<file path="src/spimsb_pkg.sv">
package spimsb_pkg;
  // Register offsets
  localparam logic [2:0] ADDR_CONTROL_A  = 3'h0;
  localparam logic [2:0] ADDR_CONTROL_B  = 3'h1;
  localparam logic [2:0] ADDR_IRQ_EN     = 3'h2;
  localparam logic [2:0] ADDR_IRQ_FLAGS  = 3'h3;
  localparam logic [2:0] ADDR_SHIFT_DATA = 3'h4;
  // Control A fields
  localparam int CA_ENABLE_BIT   = 0;
  localparam int CA_SCK_PRESCALER_LSB    = 1;
  localparam int CA_DOUBLE_BIT   = 4;
  localparam int CA_MASTER_BIT   = 5;
  localparam int CA_ORDER_BIT    = 6;
  localparam logic [7:0] CA_RESET = 8'h00;
  localparam logic [7:0] CA_MASK  = 8'h77;
  // Control B fields
  localparam int CB_MODE_LSB     = 0;
  localparam int CB_SSD_BIT      = 2;
  localparam int CB_BUFFER_WAIT_FOR_RECEIVE_BIT    = 6;
  localparam int CB_BUFFER_MODE_ENABLE_BIT    = 7;
  localparam logic [7:0] CB_RESET = 8'h00;
  localparam logic [7:0] CB_MASK  = 8'hc7;
  // Interrupt enable / flag fields
  localparam int IRQ_RXC_BIT     = 7;
  localparam int IRQ_TXC_BIT     = 6;
  localparam int IRQ_DRE_BIT     = 5;
  localparam int IRQ_SSI_BIT     = 4;
  localparam int IRQ_BYTE_BIT    = 0;
  localparam logic [7:0] IE_RESET = 8'h00;
  localparam logic [7:0] IE_MASK  = 8'hf1;
  localparam logic [7:0] DATA_RESET = 8'h00;
  // Prescaler half periods in peripheral clocks (divide by 4,16,64,128)
  localparam logic [6:0] HALF_DIVIDE_BY_FOUR   = 7'd2;
  localparam logic [6:0] HALF_DIV16  = 7'd8;
  localparam logic [6:0] HALF_DIV64  = 7'd32;
  localparam logic [6:0] HALF_DIVIDE_BY_128 = 7'd64;
  typedef enum logic [1:0] {SPIMSB_IDLE, SPIMSB_LEAD, SPIMSB_TRAIL, SPIMSB_DONE} spimsb_state_t;
endpackage

</file>
<file path="src/spimsb_core.sv">
`timescale 1ns/1ps
module spimsb_core
  import spimsb_pkg::*;
(
  input  wire logic       i_mclk,
  input  wire logic       i_sys_rst,
  input  wire logic [2:0] i_addr,
  input  wire logic [7:0] i_wdata,
  input  wire logic       i_wr,
  input  wire logic       i_rd,
  output logic      [7:0] o_rdata,
  output logic            o_irq,
  input  wire logic       i_idle_sleep,
  input  wire logic       i_deep_sleep,
  input  wire logic       i_ss_is_output,
  input  wire logic       i_ss_n,
  input  wire logic       i_sck,
  input  wire logic       i_mosi,
  input  wire logic       i_miso,
  output logic            o_sck,
  output logic            o_sck_oe,
  output logic            o_mosi,
  output logic            o_mosi_oe,
  output logic            o_miso,
  output logic            o_miso_oe
);
  logic [7:0] control_a;
  logic [7:0] control_b;
  logic [7:0] interrupt_enables;
  logic       receive_complete_flag;  // Also the byte-done flag when unbuffered
  logic       transfer_complete_flag;
  logic       write_collision_flag;
  logic       tx_buffer_empty_flag;
  logic       select_trigger_flag;
  logic       rx_overflow_flag;
  logic [7:0] shift_reg;
  logic [7:0] tx_buf;
  logic       tx_full;
  logic [7:0] rx_fifo [2];
  logic [1:0] rx_count;
  logic [2:0] bit_cnt;
  logic [6:0] div_cnt;
  logic       sck_q;
  logic       in_bit;
  logic       dre_rise_q;
  logic       rxc_rise_q;
  logic       all_sent_q;
  logic       flags_read_armed;
  logic       preload_pend;
  logic [7:0] preload_data;
  logic       ss_q;
  spimsb_state_t state;

  logic       enabled, master, bit_order, clock_double, buffer_mode_enable, buffer_wait_for_receive, slave_select_disable;
  logic [1:0] sck_prescaler, mode;
  logic       cpol, cpha;
  logic       wr_data, rd_data, wr_flags, rd_flags;
  logic       busy, done, abort, ss_drop, lead_edge, trail_edge, rx_bit;
  logic       slave_lead, slave_trail, sck_slave;
  logic [6:0] half_period;
  logic [7:0] rx_byte;

  assign enabled   = control_a[CA_ENABLE_BIT];
  assign master    = control_a[CA_MASTER_BIT];
  assign bit_order = control_a[CA_ORDER_BIT];
  assign clock_double     = control_a[CA_DOUBLE_BIT];
  assign sck_prescaler     = control_a[CA_SCK_PRESCALER_LSB +: 2];
  assign buffer_mode_enable     = control_b[CB_BUFFER_MODE_ENABLE_BIT];
  assign buffer_wait_for_receive     = control_b[CB_BUFFER_WAIT_FOR_RECEIVE_BIT];
  assign slave_select_disable       = control_b[CB_SSD_BIT];
  assign mode      = control_b[CB_MODE_LSB +: 2];
  assign cpol      = mode[1];
  assign cpha      = mode[0];
  assign wr_data   = i_wr && (i_addr == ADDR_SHIFT_DATA);
  assign rd_data   = i_rd && (i_addr == ADDR_SHIFT_DATA);
  assign wr_flags  = i_wr && (i_addr == ADDR_IRQ_FLAGS);
  assign rd_flags  = i_rd && (i_addr == ADDR_IRQ_FLAGS);
  assign busy      = (state != SPIMSB_IDLE);
  assign abort     = i_deep_sleep && !i_idle_sleep;
  // Master dropped by a low select input unless select is disabled or the select pin is an output
  assign ss_drop   = master && enabled && !i_ss_is_output && !i_ss_n && !slave_select_disable;

  // Prescaler half period select; double halves it in master only
  function automatic logic [6:0] half_of(input logic [1:0] p, input logic dbl);
    logic [6:0] h;
    h = HALF_DIVIDE_BY_FOUR;
    case (p)
      2'd0: h = HALF_DIVIDE_BY_FOUR;
      2'd1: h = HALF_DIV16;
      2'd2: h = HALF_DIV64;
      default: h = HALF_DIVIDE_BY_128;
    endcase
    if (dbl) begin
      h = h >> 1;
    end
    return h;
  endfunction
  assign half_period = half_of(sck_prescaler, clock_double);

  // Slave SCK edges seen relative to polarity; inputs are synchronous
  assign sck_slave   = i_sck ^ cpol;
  assign slave_lead  = !master && sck_slave && !sck_q;
  assign slave_trail = !master && !sck_slave && sck_q;
  assign lead_edge   = master ? (div_cnt == 7'd0 && state == SPIMSB_LEAD) : slave_lead;
  assign trail_edge  = master ? (div_cnt == 7'd0 && state == SPIMSB_TRAIL) : slave_trail;
  assign done        = trail_edge && (bit_cnt == 3'd7);
  // Trailing-edge sampling closes the byte on the same edge, so the last bit comes straight from the pin
  assign rx_bit      = cpha ? (master ? i_miso : i_mosi) : in_bit;
  assign rx_byte     = bit_order ? {rx_bit, shift_reg[7:1]} : {shift_reg[6:0], rx_bit};

  function automatic logic out_bit(input logic [7:0] s, input logic lsb);
    return lsb ? s[0] : s[7];
  endfunction

  // Control registers; hardware clears master on a select fault
  always_ff @(posedge i_mclk) begin
    if (i_sys_rst) begin
      control_a         <= CA_RESET;
      control_b         <= CB_RESET;
      interrupt_enables <= IE_RESET;
    end else begin
      if (i_wr && i_addr == ADDR_CONTROL_A) begin
        control_a <= i_wdata & CA_MASK;
      end else if (ss_drop) begin
        control_a[CA_MASTER_BIT] <= 1'b0;
      end
      if (i_wr && i_addr == ADDR_CONTROL_B) begin
        control_b <= i_wdata & CB_MASK;
      end
      if (i_wr && i_addr == ADDR_IRQ_EN) begin
        interrupt_enables <= i_wdata & IE_MASK;
      end
    end
  end

  // Transfer engine: master generates SCK, slave follows external SCK
  always_ff @(posedge i_mclk) begin
    if (i_sys_rst) begin
      state   <= SPIMSB_IDLE;
      bit_cnt <= 3'd0;
      div_cnt <= 7'd0;
      sck_q   <= 1'b0;
      in_bit  <= 1'b0;
      ss_q    <= 1'b1;
    end else begin
      sck_q <= sck_slave;
      ss_q  <= i_ss_n;
      if (abort || !enabled || ss_drop || (!master && i_ss_n)) begin
        state   <= SPIMSB_IDLE;
        bit_cnt <= 3'd0;
        div_cnt <= 7'd0;
      end else begin
        case (state)
          SPIMSB_IDLE: begin
            if (master && wr_data && !buffer_mode_enable) begin
              state   <= SPIMSB_LEAD;
              div_cnt <= half_period - 7'd1;
            end else if (master && buffer_mode_enable && (tx_full || wr_data)) begin
              state   <= SPIMSB_LEAD;
              div_cnt <= half_period - 7'd1;
            end else if (!master && !i_ss_n) begin
              state <= SPIMSB_LEAD;
            end
          end
          SPIMSB_LEAD: begin
            if (master) begin
              div_cnt <= (div_cnt == 7'd0) ? half_period - 7'd1 : div_cnt - 7'd1;
            end
            if (lead_edge) begin
              state <= SPIMSB_TRAIL;
            end
          end
          SPIMSB_TRAIL: begin
            if (master) begin
              div_cnt <= (div_cnt == 7'd0) ? half_period - 7'd1 : div_cnt - 7'd1;
            end
            if (trail_edge) begin
              bit_cnt <= bit_cnt + 3'd1;
              state   <= (bit_cnt == 3'd7) ? SPIMSB_DONE : SPIMSB_LEAD;
            end
          end
          default: begin
            state <= SPIMSB_IDLE;
          end
        endcase
      end
      // Sample on the leading edge in modes 0/2, trailing in 1/3
      if ((lead_edge && !cpha) || (trail_edge && cpha)) begin
        in_bit <= master ? i_miso : i_mosi;
      end
    end
  end

  // Shift register; setup on the edge opposite the sample edge
  always_ff @(posedge i_mclk) begin
    if (i_sys_rst) begin
      shift_reg    <= DATA_RESET;
      preload_pend <= 1'b0;
      preload_data <= DATA_RESET;
    end else begin
      preload_pend <= 1'b0;
      if (buffer_mode_enable && buffer_wait_for_receive && !master && i_ss_n && wr_data && !preload_pend && !tx_full && !busy) begin
        preload_pend <= 1'b1;
        preload_data <= i_wdata;
      end
      if (preload_pend) begin
        shift_reg <= preload_data;
      end else if (done && buffer_mode_enable && tx_full) begin
        shift_reg <= tx_buf;
      end else if (done) begin
        shift_reg <= rx_byte;
      end else if (wr_data && !buffer_mode_enable && !busy) begin
        shift_reg <= i_wdata;
      end else if (((trail_edge && !cpha) || (lead_edge && cpha && bit_cnt != 3'd0)) && state != SPIMSB_IDLE) begin
        shift_reg <= bit_order ? {in_bit, shift_reg[7:1]} : {shift_reg[6:0], in_bit};
      end
    end
  end

  // Transmit buffer
  always_ff @(posedge i_mclk) begin
    if (i_sys_rst) begin
      tx_buf  <= DATA_RESET;
      tx_full <= 1'b0;
    end else if (!buffer_mode_enable) begin
      tx_full <= 1'b0;
    end else if (done && tx_full) begin
      tx_full <= 1'b0;
    end else if (wr_data && !tx_full && !(buffer_wait_for_receive && !master && i_ss_n && !busy && !preload_pend)) begin
      tx_buf  <= i_wdata;
      tx_full <= 1'b1;
    end
  end

  // Receive FIFO, two entries, oldest at index 0
  always_ff @(posedge i_mclk) begin
    if (i_sys_rst) begin
      rx_fifo[0] <= DATA_RESET;
      rx_fifo[1] <= DATA_RESET;
      rx_count   <= 2'd0;
    end else begin
      if (done) begin
        if (!buffer_mode_enable) begin
          rx_fifo[0] <= rx_byte;
          rx_count   <= 2'd1;
        end else if (rd_data && rx_count != 2'd0) begin
          rx_fifo[0] <= (rx_count == 2'd2) ? rx_fifo[1] : rx_byte;
          rx_fifo[1] <= rx_byte;
        end else if (rx_count != 2'd2) begin
          rx_fifo[rx_count[0]] <= rx_byte;
          rx_count <= rx_count + 2'd1;
        end
      end else if (rd_data && buffer_mode_enable && rx_count != 2'd0) begin
        rx_fifo[0] <= rx_fifo[1];
        rx_count   <= rx_count - 2'd1;
      end
    end
  end

  // Flags: hardware set wins over software clear
  always_ff @(posedge i_mclk) begin
    if (i_sys_rst) begin
      receive_complete_flag  <= 1'b0;
      transfer_complete_flag <= 1'b0;
      write_collision_flag   <= 1'b0;
      tx_buffer_empty_flag   <= 1'b0;
      select_trigger_flag    <= 1'b0;
      rx_overflow_flag       <= 1'b0;
      dre_rise_q             <= 1'b0;
      rxc_rise_q             <= 1'b0;
      all_sent_q             <= 1'b0;
      flags_read_armed       <= 1'b0;
    end else begin
      dre_rise_q <= done && buffer_mode_enable && tx_full;
      rxc_rise_q <= all_sent_q;
      all_sent_q <= done && buffer_mode_enable && !tx_full;
      if (rd_flags) begin
        flags_read_armed <= 1'b1;
      end else if (rd_data || wr_data) begin
        flags_read_armed <= 1'b0;
      end
      if (buffer_mode_enable) begin
        if (done && tx_full) begin
          tx_buffer_empty_flag <= 1'b1;
        end else if (wr_data && !tx_full) begin
          tx_buffer_empty_flag <= 1'b0;
        end
        if (dre_rise_q || all_sent_q) begin
          receive_complete_flag <= 1'b1;
        end else if ((wr_flags && i_wdata[IRQ_RXC_BIT]) || (rd_data && rx_count == 2'd1)) begin
          receive_complete_flag <= 1'b0;
        end
        if (rxc_rise_q && !tx_full) begin
          transfer_complete_flag <= 1'b1;
        end else if (wr_flags && i_wdata[IRQ_TXC_BIT]) begin
          transfer_complete_flag <= 1'b0;
        end
        if (!master && ss_q && !i_ss_n) begin
          select_trigger_flag <= 1'b1;
        end else if (wr_flags && i_wdata[IRQ_SSI_BIT]) begin
          select_trigger_flag <= 1'b0;
        end
        if (done && rx_count == 2'd2 && !rd_data) begin
          rx_overflow_flag <= 1'b1;
        end else if (wr_flags && i_wdata[IRQ_BYTE_BIT]) begin
          rx_overflow_flag <= 1'b0;
        end
      end else begin
        tx_buffer_empty_flag <= 1'b0;
        if (done || ss_drop) begin
          receive_complete_flag <= 1'b1;
        end else if (flags_read_armed && (rd_data || wr_data)) begin
          receive_complete_flag <= 1'b0;
        end
        if (wr_data && busy) begin
          write_collision_flag <= 1'b1;
        end else if (flags_read_armed && (rd_data || wr_data)) begin
          write_collision_flag <= 1'b0;
        end
      end
    end
  end

  // Single combined request
  always_comb begin
    if (buffer_mode_enable) begin
      o_irq = (receive_complete_flag && interrupt_enables[IRQ_RXC_BIT]) ||
              (transfer_complete_flag && interrupt_enables[IRQ_TXC_BIT]) ||
              (tx_buffer_empty_flag && interrupt_enables[IRQ_DRE_BIT]) ||
              (select_trigger_flag && interrupt_enables[IRQ_SSI_BIT]);
    end else begin
      o_irq = receive_complete_flag && interrupt_enables[IRQ_BYTE_BIT];
    end
  end

  // Register read, one cycle latency, no side effects beyond flags/data
  always_ff @(posedge i_mclk) begin
    if (i_sys_rst) begin
      o_rdata <= 8'h00;
    end else if (i_rd) begin
      if (i_addr == ADDR_CONTROL_A) begin
        o_rdata <= control_a;
      end else if (i_addr == ADDR_CONTROL_B) begin
        o_rdata <= control_b;
      end else if (i_addr == ADDR_IRQ_EN) begin
        o_rdata <= interrupt_enables;
      end else if (i_addr == ADDR_IRQ_FLAGS) begin
        o_rdata <= {receive_complete_flag, buffer_mode_enable ? transfer_complete_flag : write_collision_flag,
                    tx_buffer_empty_flag, select_trigger_flag, 3'h0, rx_overflow_flag};
      end else if (i_addr == ADDR_SHIFT_DATA) begin
        o_rdata <= rx_fifo[0];
      end else begin
        o_rdata <= 8'h00;
      end
    end
  end

  // Pins: master drives SCK and MOSI, selected slave drives MISO
  always_ff @(posedge i_mclk) begin
    if (i_sys_rst) begin
      o_sck <= 1'b0;
    end else if (master && state == SPIMSB_TRAIL) begin
      o_sck <= !cpol;
    end else begin
      o_sck <= cpol;  // idle level
    end
  end
  assign o_sck_oe  = enabled && master;
  assign o_mosi    = out_bit(shift_reg, bit_order);
  assign o_mosi_oe = enabled && master;
  assign o_miso    = out_bit(shift_reg, bit_order);
  assign o_miso_oe = enabled && !master && !i_ss_n;
endmodule

</file>
<file path="config.mk">
export PLATFORM = sky130hd
export DESIGN_NAME = spimsb_core
export DESIGN_NICKNAME = d
export VERILOG_FILES = /design/src/spimsb_pkg.sv /design/src/spimsb_core.sv
export SDC_FILE = /design/constraint.sdc
export NUM_CORES = 1
export LEC_CHECK = 0
export BUFFER_PORTS_ARGS = -buffer_cell sky130_fd_sc_hd__clkbuf_2
export CAP_MARGIN = 40
export CORE_ASPECT_RATIO = 1.25
export CORE_MARGIN = 3
export CORE_UTILIZATION = 44
export CTS_CLUSTER_SIZE = 28
export DETAILED_ROUTE_END_ITERATION = 10
export PLACE_DENSITY_LB_ADDON = 0.1
export SLEW_MARGIN = 20
export SYNTH_ARGS = -nofsm -noshare
export SYNTH_HDL_FRONTEND = slang
export SYNTH_SLANG_ARGS = --single-unit
export TNS_END_PERCENT = 30
</file>
<file path="constraint.sdc">
create_clock -name i_mclk -period 4.1 [get_ports i_mclk]
set_input_delay 0.205 -clock i_mclk [delete_from_list [all_inputs] [get_ports i_mclk]]
set_output_delay 0.205 -clock i_mclk [all_outputs]
set_load 0.1 [all_outputs]
</file>
**Yosys cells after proc, flatten, opt, wreduce, memory -nomap -nowiden**

Memories as Yosys holds them, arrays and structs flattened.
Cells that the tools add are included.

- Output and inout bits: 15
- Memory bits (writable): 16
- Register bits: 78
- Memories: 1

- Muxes and demuxes: 87
- Reductions and logical operators: 135
- Bitwise operators: 7
- $add $sub $neg: 5
- Equal/unequal tests: 20

Memories:

| name | words | width | rd ports | clocked after Yosys merged registers in | write ports | line | source |
|---|---|---|---|---|---|---|---|
| rx_fifo | 2 | 8 | 2 | 0 | 2 | spimsb_core.sv:39 | `logic [7:0] rx_fifo [2];` |

Operator list:

| cell | count |
|---|---|
| 2-to-1 mux 8 bit | 18 |
| logical AND 1 bit | 73 |
| 2-to-1 mux 1 bit | 50 |
| 2-to-1 mux 7 bit | 5 |
| 2-to-1 mux 2 bit | 11 |
| nonzero test 2 bit | 11 |
| case mux 7 bit (3 select lines) | 1 |
| zero test 1 bit | 16 |
| case mux 7 bit (2 select lines) | 1 |
| subtractor 7 x 1 -> 7 bit, second input constant | 2 |
| logical OR 1 bit | 13 |
| AND reduction 2 bit | 6 |
| AND reduction 3 bit | 4 |
| OR reduction 8 bit | 1 |
| zero test 7 bit | 1 |
| equality test 2 x 1 -> 1 bit, second input constant | 3 |
| equality test 2 bit, second input constant | 3 |
| equality test 3 x 2 -> 1 bit, second input constant | 2 |
| equality test 3 bit, second input constant | 2 |
| != test 2 bit, second input constant | 3 |
| != test 3 bit, second input constant | 2 |
| case mux 2 bit (3 select lines) | 1 |
| nonzero test 3 bit | 2 |
| OR reduction 2 bit | 3 |
| 15 further kinds | 20 |

**Longest topological paths before layout**

- Depth in word-level cells: 13
- Gate-level depth with buffers: 10

**Least setup slack after synthesis**

OpenSTA, ideal clock, no wires.

- Kind: flip-flop to flip-flop
- Start: register state[0]
- End: memory rx_fifo[1][0], enable pin
- Buffers on the path: 2
- Slack: 1,557 ps
- Arrival time: 2,156 ps
- Clock period less this slack: 2,543 ps
- Data required time: 3,713 ps
- Cell stages (with the launch flop): 8
- Cell sequence: dfxtp_1 > inv_1 > ha_1 > clkbuf_1 > nand4_1 > a21bo_2 > clkbuf_1 > o31ai_1

RTL lines:

| what | line | source |
|---|---|---|
| start: declaration | spimsb_core.sv:52 | `spimsb_state_t state;` |
| start signal: assignment | spimsb_core.sv:179 | `state <= (bit_cnt == 3'd7) ? SPIMSB_DONE : SPIMSB_LEAD;` |
| end: declaration | spimsb_core.sv:39 |  |

==> results.sh <==
export IMPL_ys_seq_area_share_pct=40.6
export IMPL_die_area_um2=12800
export IMPL_p_int_uw=1420
export IMPL_swShare_pct=26.4
export IMPL_switching_power_uw=510
export IMPL_grt_max_degree=58
export IMPL_hpwl_mm=9.58
export IMPL_hold_buffers=0
export IMPL_drive_above_1_share_pct=12.9
export IMPL_clk_pin_slew_ns=0.07
export IMPL_cp_slowest_cell="a21boi_2"
export IMPL_cts_buffers_inserted=9
export IMPL_drc_errors=0
export IMPL_cp_arrival_ns=2.50
export IMPL_worstPathRequired_ns=4.12
export IMPL_drv_cap=0
export IMPL_cts_buffer_depth=2
export IMPL_wl_per_cell_um=17.9
export IMPL_ys_types=62
export IMPL_rsz0062_at_grt="false"
export IMPL_crit_fanout=14
export IMPL_design_area_um2=5530
export IMPL_cts_tree="built"
export IMPL_relSlewSlack_pct=43.9
export IMPL_critPathMaxStageDelay_ns=0.59
export IMPL_hold_viol_final=0
export IMPL_clock_sinks=94
export IMPL_largest_register_ffs=16
export IMPL_top_register="rx_fifo"
export IMPL_dr_first_iter_drc_count=219
export IMPL_grt_pass1_vias=4012
export IMPL_setup_viol_count_final=0
export IMPL_power_density_nw_per_um2=350
export IMPL_dr_pass1_iters=6
export IMPL_rows=43
export IMPL_synthToLayoutAreaGrowth_pct=9.85
export IMPL_p_leak_uw=0.00204
export IMPL_gp_congestion=0.824
export IMPL_grt_pass1_wl_mm=21.6
export IMPL_die_w_um=102
export IMPL_netlist_top_cell_by_area="dfxtp_1"
export IMPL_synth_seq_cells=94
export IMPL_detail_route_antenna_nets=0
export IMPL_critPathKind="reg -> reg"
export IMPL_final_util_pct=49.6
export IMPL_power_share_sequential_pct=50.0
export IMPL_status="completed"
export IMPL_post_cts_setup_buffers=0
export IMPL_synthArstFlopShare_pct=0
export IMPL_min_period_ns=2.47
export IMPL_r2r_slack_ns=1.63
export IMPL_comb_power_share_pct=7.5
export IMPL_grt_use_total_pct=21.7
export IMPL_clock_latency_ns=0.35
export IMPL_post_dp_cell_area_um2=5230
export IMPL_initial_core_util_pct=45.2
export IMPL_end_kind="flop"
export IMPL_hold_class="in -> reg"
export IMPL_vdd_drop_max_mv=0.196
export IMPL_postSynthCellCount=585
export IMPL_core_um2=11100
export IMPL_skew_ns=0.0107
export IMPL_crit_chain="inv_1 -> ha_1 -> nor4b_4 -> nand4_1 -> a21boi_2 -> a221o_1"
export IMPL_cts_htree_levels=3
export IMPL_clock_root_buffer="clkbuf_16"
export IMPL_ys_warn_count=0
export IMPL_grt_antenna_before_repair=0
export IMPL_syn_area_um2=5030
export IMPL_clkPwrFrac_pct=42.5
export IMPL_avgSynthCellArea_um2=8.60
export IMPL_synth_top_area_share_pct=31.0
export IMPL_overflow=0
export IMPL_fp_dieH_um=126
export IMPL_synth_ff_type="dfxtp_1"
export IMPL_setup_tns_final_ns=0
export IMPL_max_freq_mhz=404
export IMPL_finalMaxSlewViolations=0
export IMPL_io_pins=37
export IMPL_finalWirelength_mm=13.3
export IMPL_syn_num_nets=620
export IMPL_cts_repair_resized=0
export IMPL_final_common_cell="nor2_1"
export IMPL_viasPerCell=5.78
export IMPL_finalNetCount=636
export IMPL_diodes=0
export IMPL_portBuffers=36
export IMPL_final_cell_mix="nor2_1 (80), dfxtp_1 (78), nand2_1 (62), mux2i_1 (43), a21oi_1 (43)"
export IMPL_worst_pin_slew_ns=0.842
export IMPL_synth_edf_count=16
export IMPL_yosys_top_cells_area="dfxtp_1 (31%), edfxtp_1 (9.6%), mux2i_1 (8.6%)"
export IMPL_post_route_period_util_pct=60.3
export IMPL_start_kind="flop"
export IMPL_vias=4282
==> power by group through the flow <==
stage               Sequential, µW  Combinational, µW  Clock, µW
finish                         966                145        820
global route                   968                157        882
CTS                            966                145        835
detailed placement             988                144          0
global placement               987                144          0
floorplan                     1000               84.8          0
==> layout make-up <==
type	count	area (µm²)
Inverter	23	86.3
Multi-Input combinational cell	430	2710
Tap cell	135	169
Timing Repair Buffer	43	228
Fill cell	1138	5610
Clock inverter	7	62.6
Clock buffer	9	225
Sequential cell	94	2040
==> critical path: cells and delay by family, from the launching register on <==
| kind | cells | cell delay, ns |
|---|---|---|
| AOI/OAI and AO/OA | 2 | 1.07 |
| adders and majority gates | 1 | 0.15 |
| buffers and inverters | 1 | 0.10 |
| DFF | 1 | 0.34 |
| and+or+nand+nor | 2 | 0.50 |
==> metrics by stage <==
step	std cells	power [µW]	worst slack (ns)	hold slack, ns
after CTS	740	1950	1.58	0.0977
after global routing	741	2010	1.30	0.0997
after floorplan	585	1090	1.56	0.309
after global placement	723	1130	1.57	0.437
final	741	1930	1.63	0.0999
after detailed placement	724	1130	1.53	0.445
==> cell usage after synthesis, types with 2 or more instances <==
master and number:
a211o_1 9, a211oi_1 11, a21bo_2 2, a21oi_1 43
a22oi_1 7, a311oi_1 2, a31oi_1 5, a32o_1 8
and2_1 5, and3_1 2, buf_1 3, buf_2 9
buf_4 3, clkbuf_1 21, dfxtp_1 78, edfxtp_1 16
ha_1 13, inv_1 23, mux2_2 4, mux2i_1 43
nand2_1 62, nand2b_1 12, nand3_1 16, nand3b_1 4
nand4_1 6, nor2_1 80, nor2b_1 6, nor3_1 7
nor3b_1 3, nor4_1 2, o211ai_1 7, o21ai_0 27
o22ai_1 3, o31ai_1 5, or2_2 3, or3_1 6
or4_1 2, xnor2_1 2, xor2_1 2
==> final timing paths <==
| check | from | endpoint | cells past startpoint |
|---|---|---|---|
| setup / recovery | div_cnt[0]$_SDFFE_PP0P_ | rx_fifo[0][1]$_DFFE_PP_ | 6 |
| hold / removal | i_ss_n | ss_q$_SDFF_PP1_ | 2 |
| hold reg to reg | preload_data[6]$_SDFFE_PP0P_ | preload_data[6]$_SDFFE_PP0P_ | 2 |
| setup reg to reg | div_cnt[0]$_SDFFE_PP0P_ | rx_fifo[0][1]$_DFFE_PP_ | 6 |
==> metal layers <==
metal  vias up  part of all wire [%]  global-route usage (%)
li1       2116                     -                       -
met1      2028                    44                    29.5
met2       119                    50                    35.6
met3        19                   4.4                    3.01
met4         0                   1.6                    6.18
met5         -                     0                       0
==> logic make-up (layout without fill, tap and decap cells) <==
| group | count (synthesis) | count (layout) | share of synthesized area (%) |
|---|---|---|---|
| AND/OR/NAND/NOR | 225 | 225 | 21.6 |
| AO/OA/AOI/OAI | 140 | 140 | 18.5 |
| flip-flops | 94 | 94 | 40.6 |
| buffers and inverters | 61 | 82 | 5.47 |
| multiplexers | 48 | 48 | 9.90 |
| adder cells (fa/ha/maj) | 13 | 13 | 3.23 |
| XOR/XNOR | 4 | 4 | 0.697 |
Power figures use the tool's default switching activity.
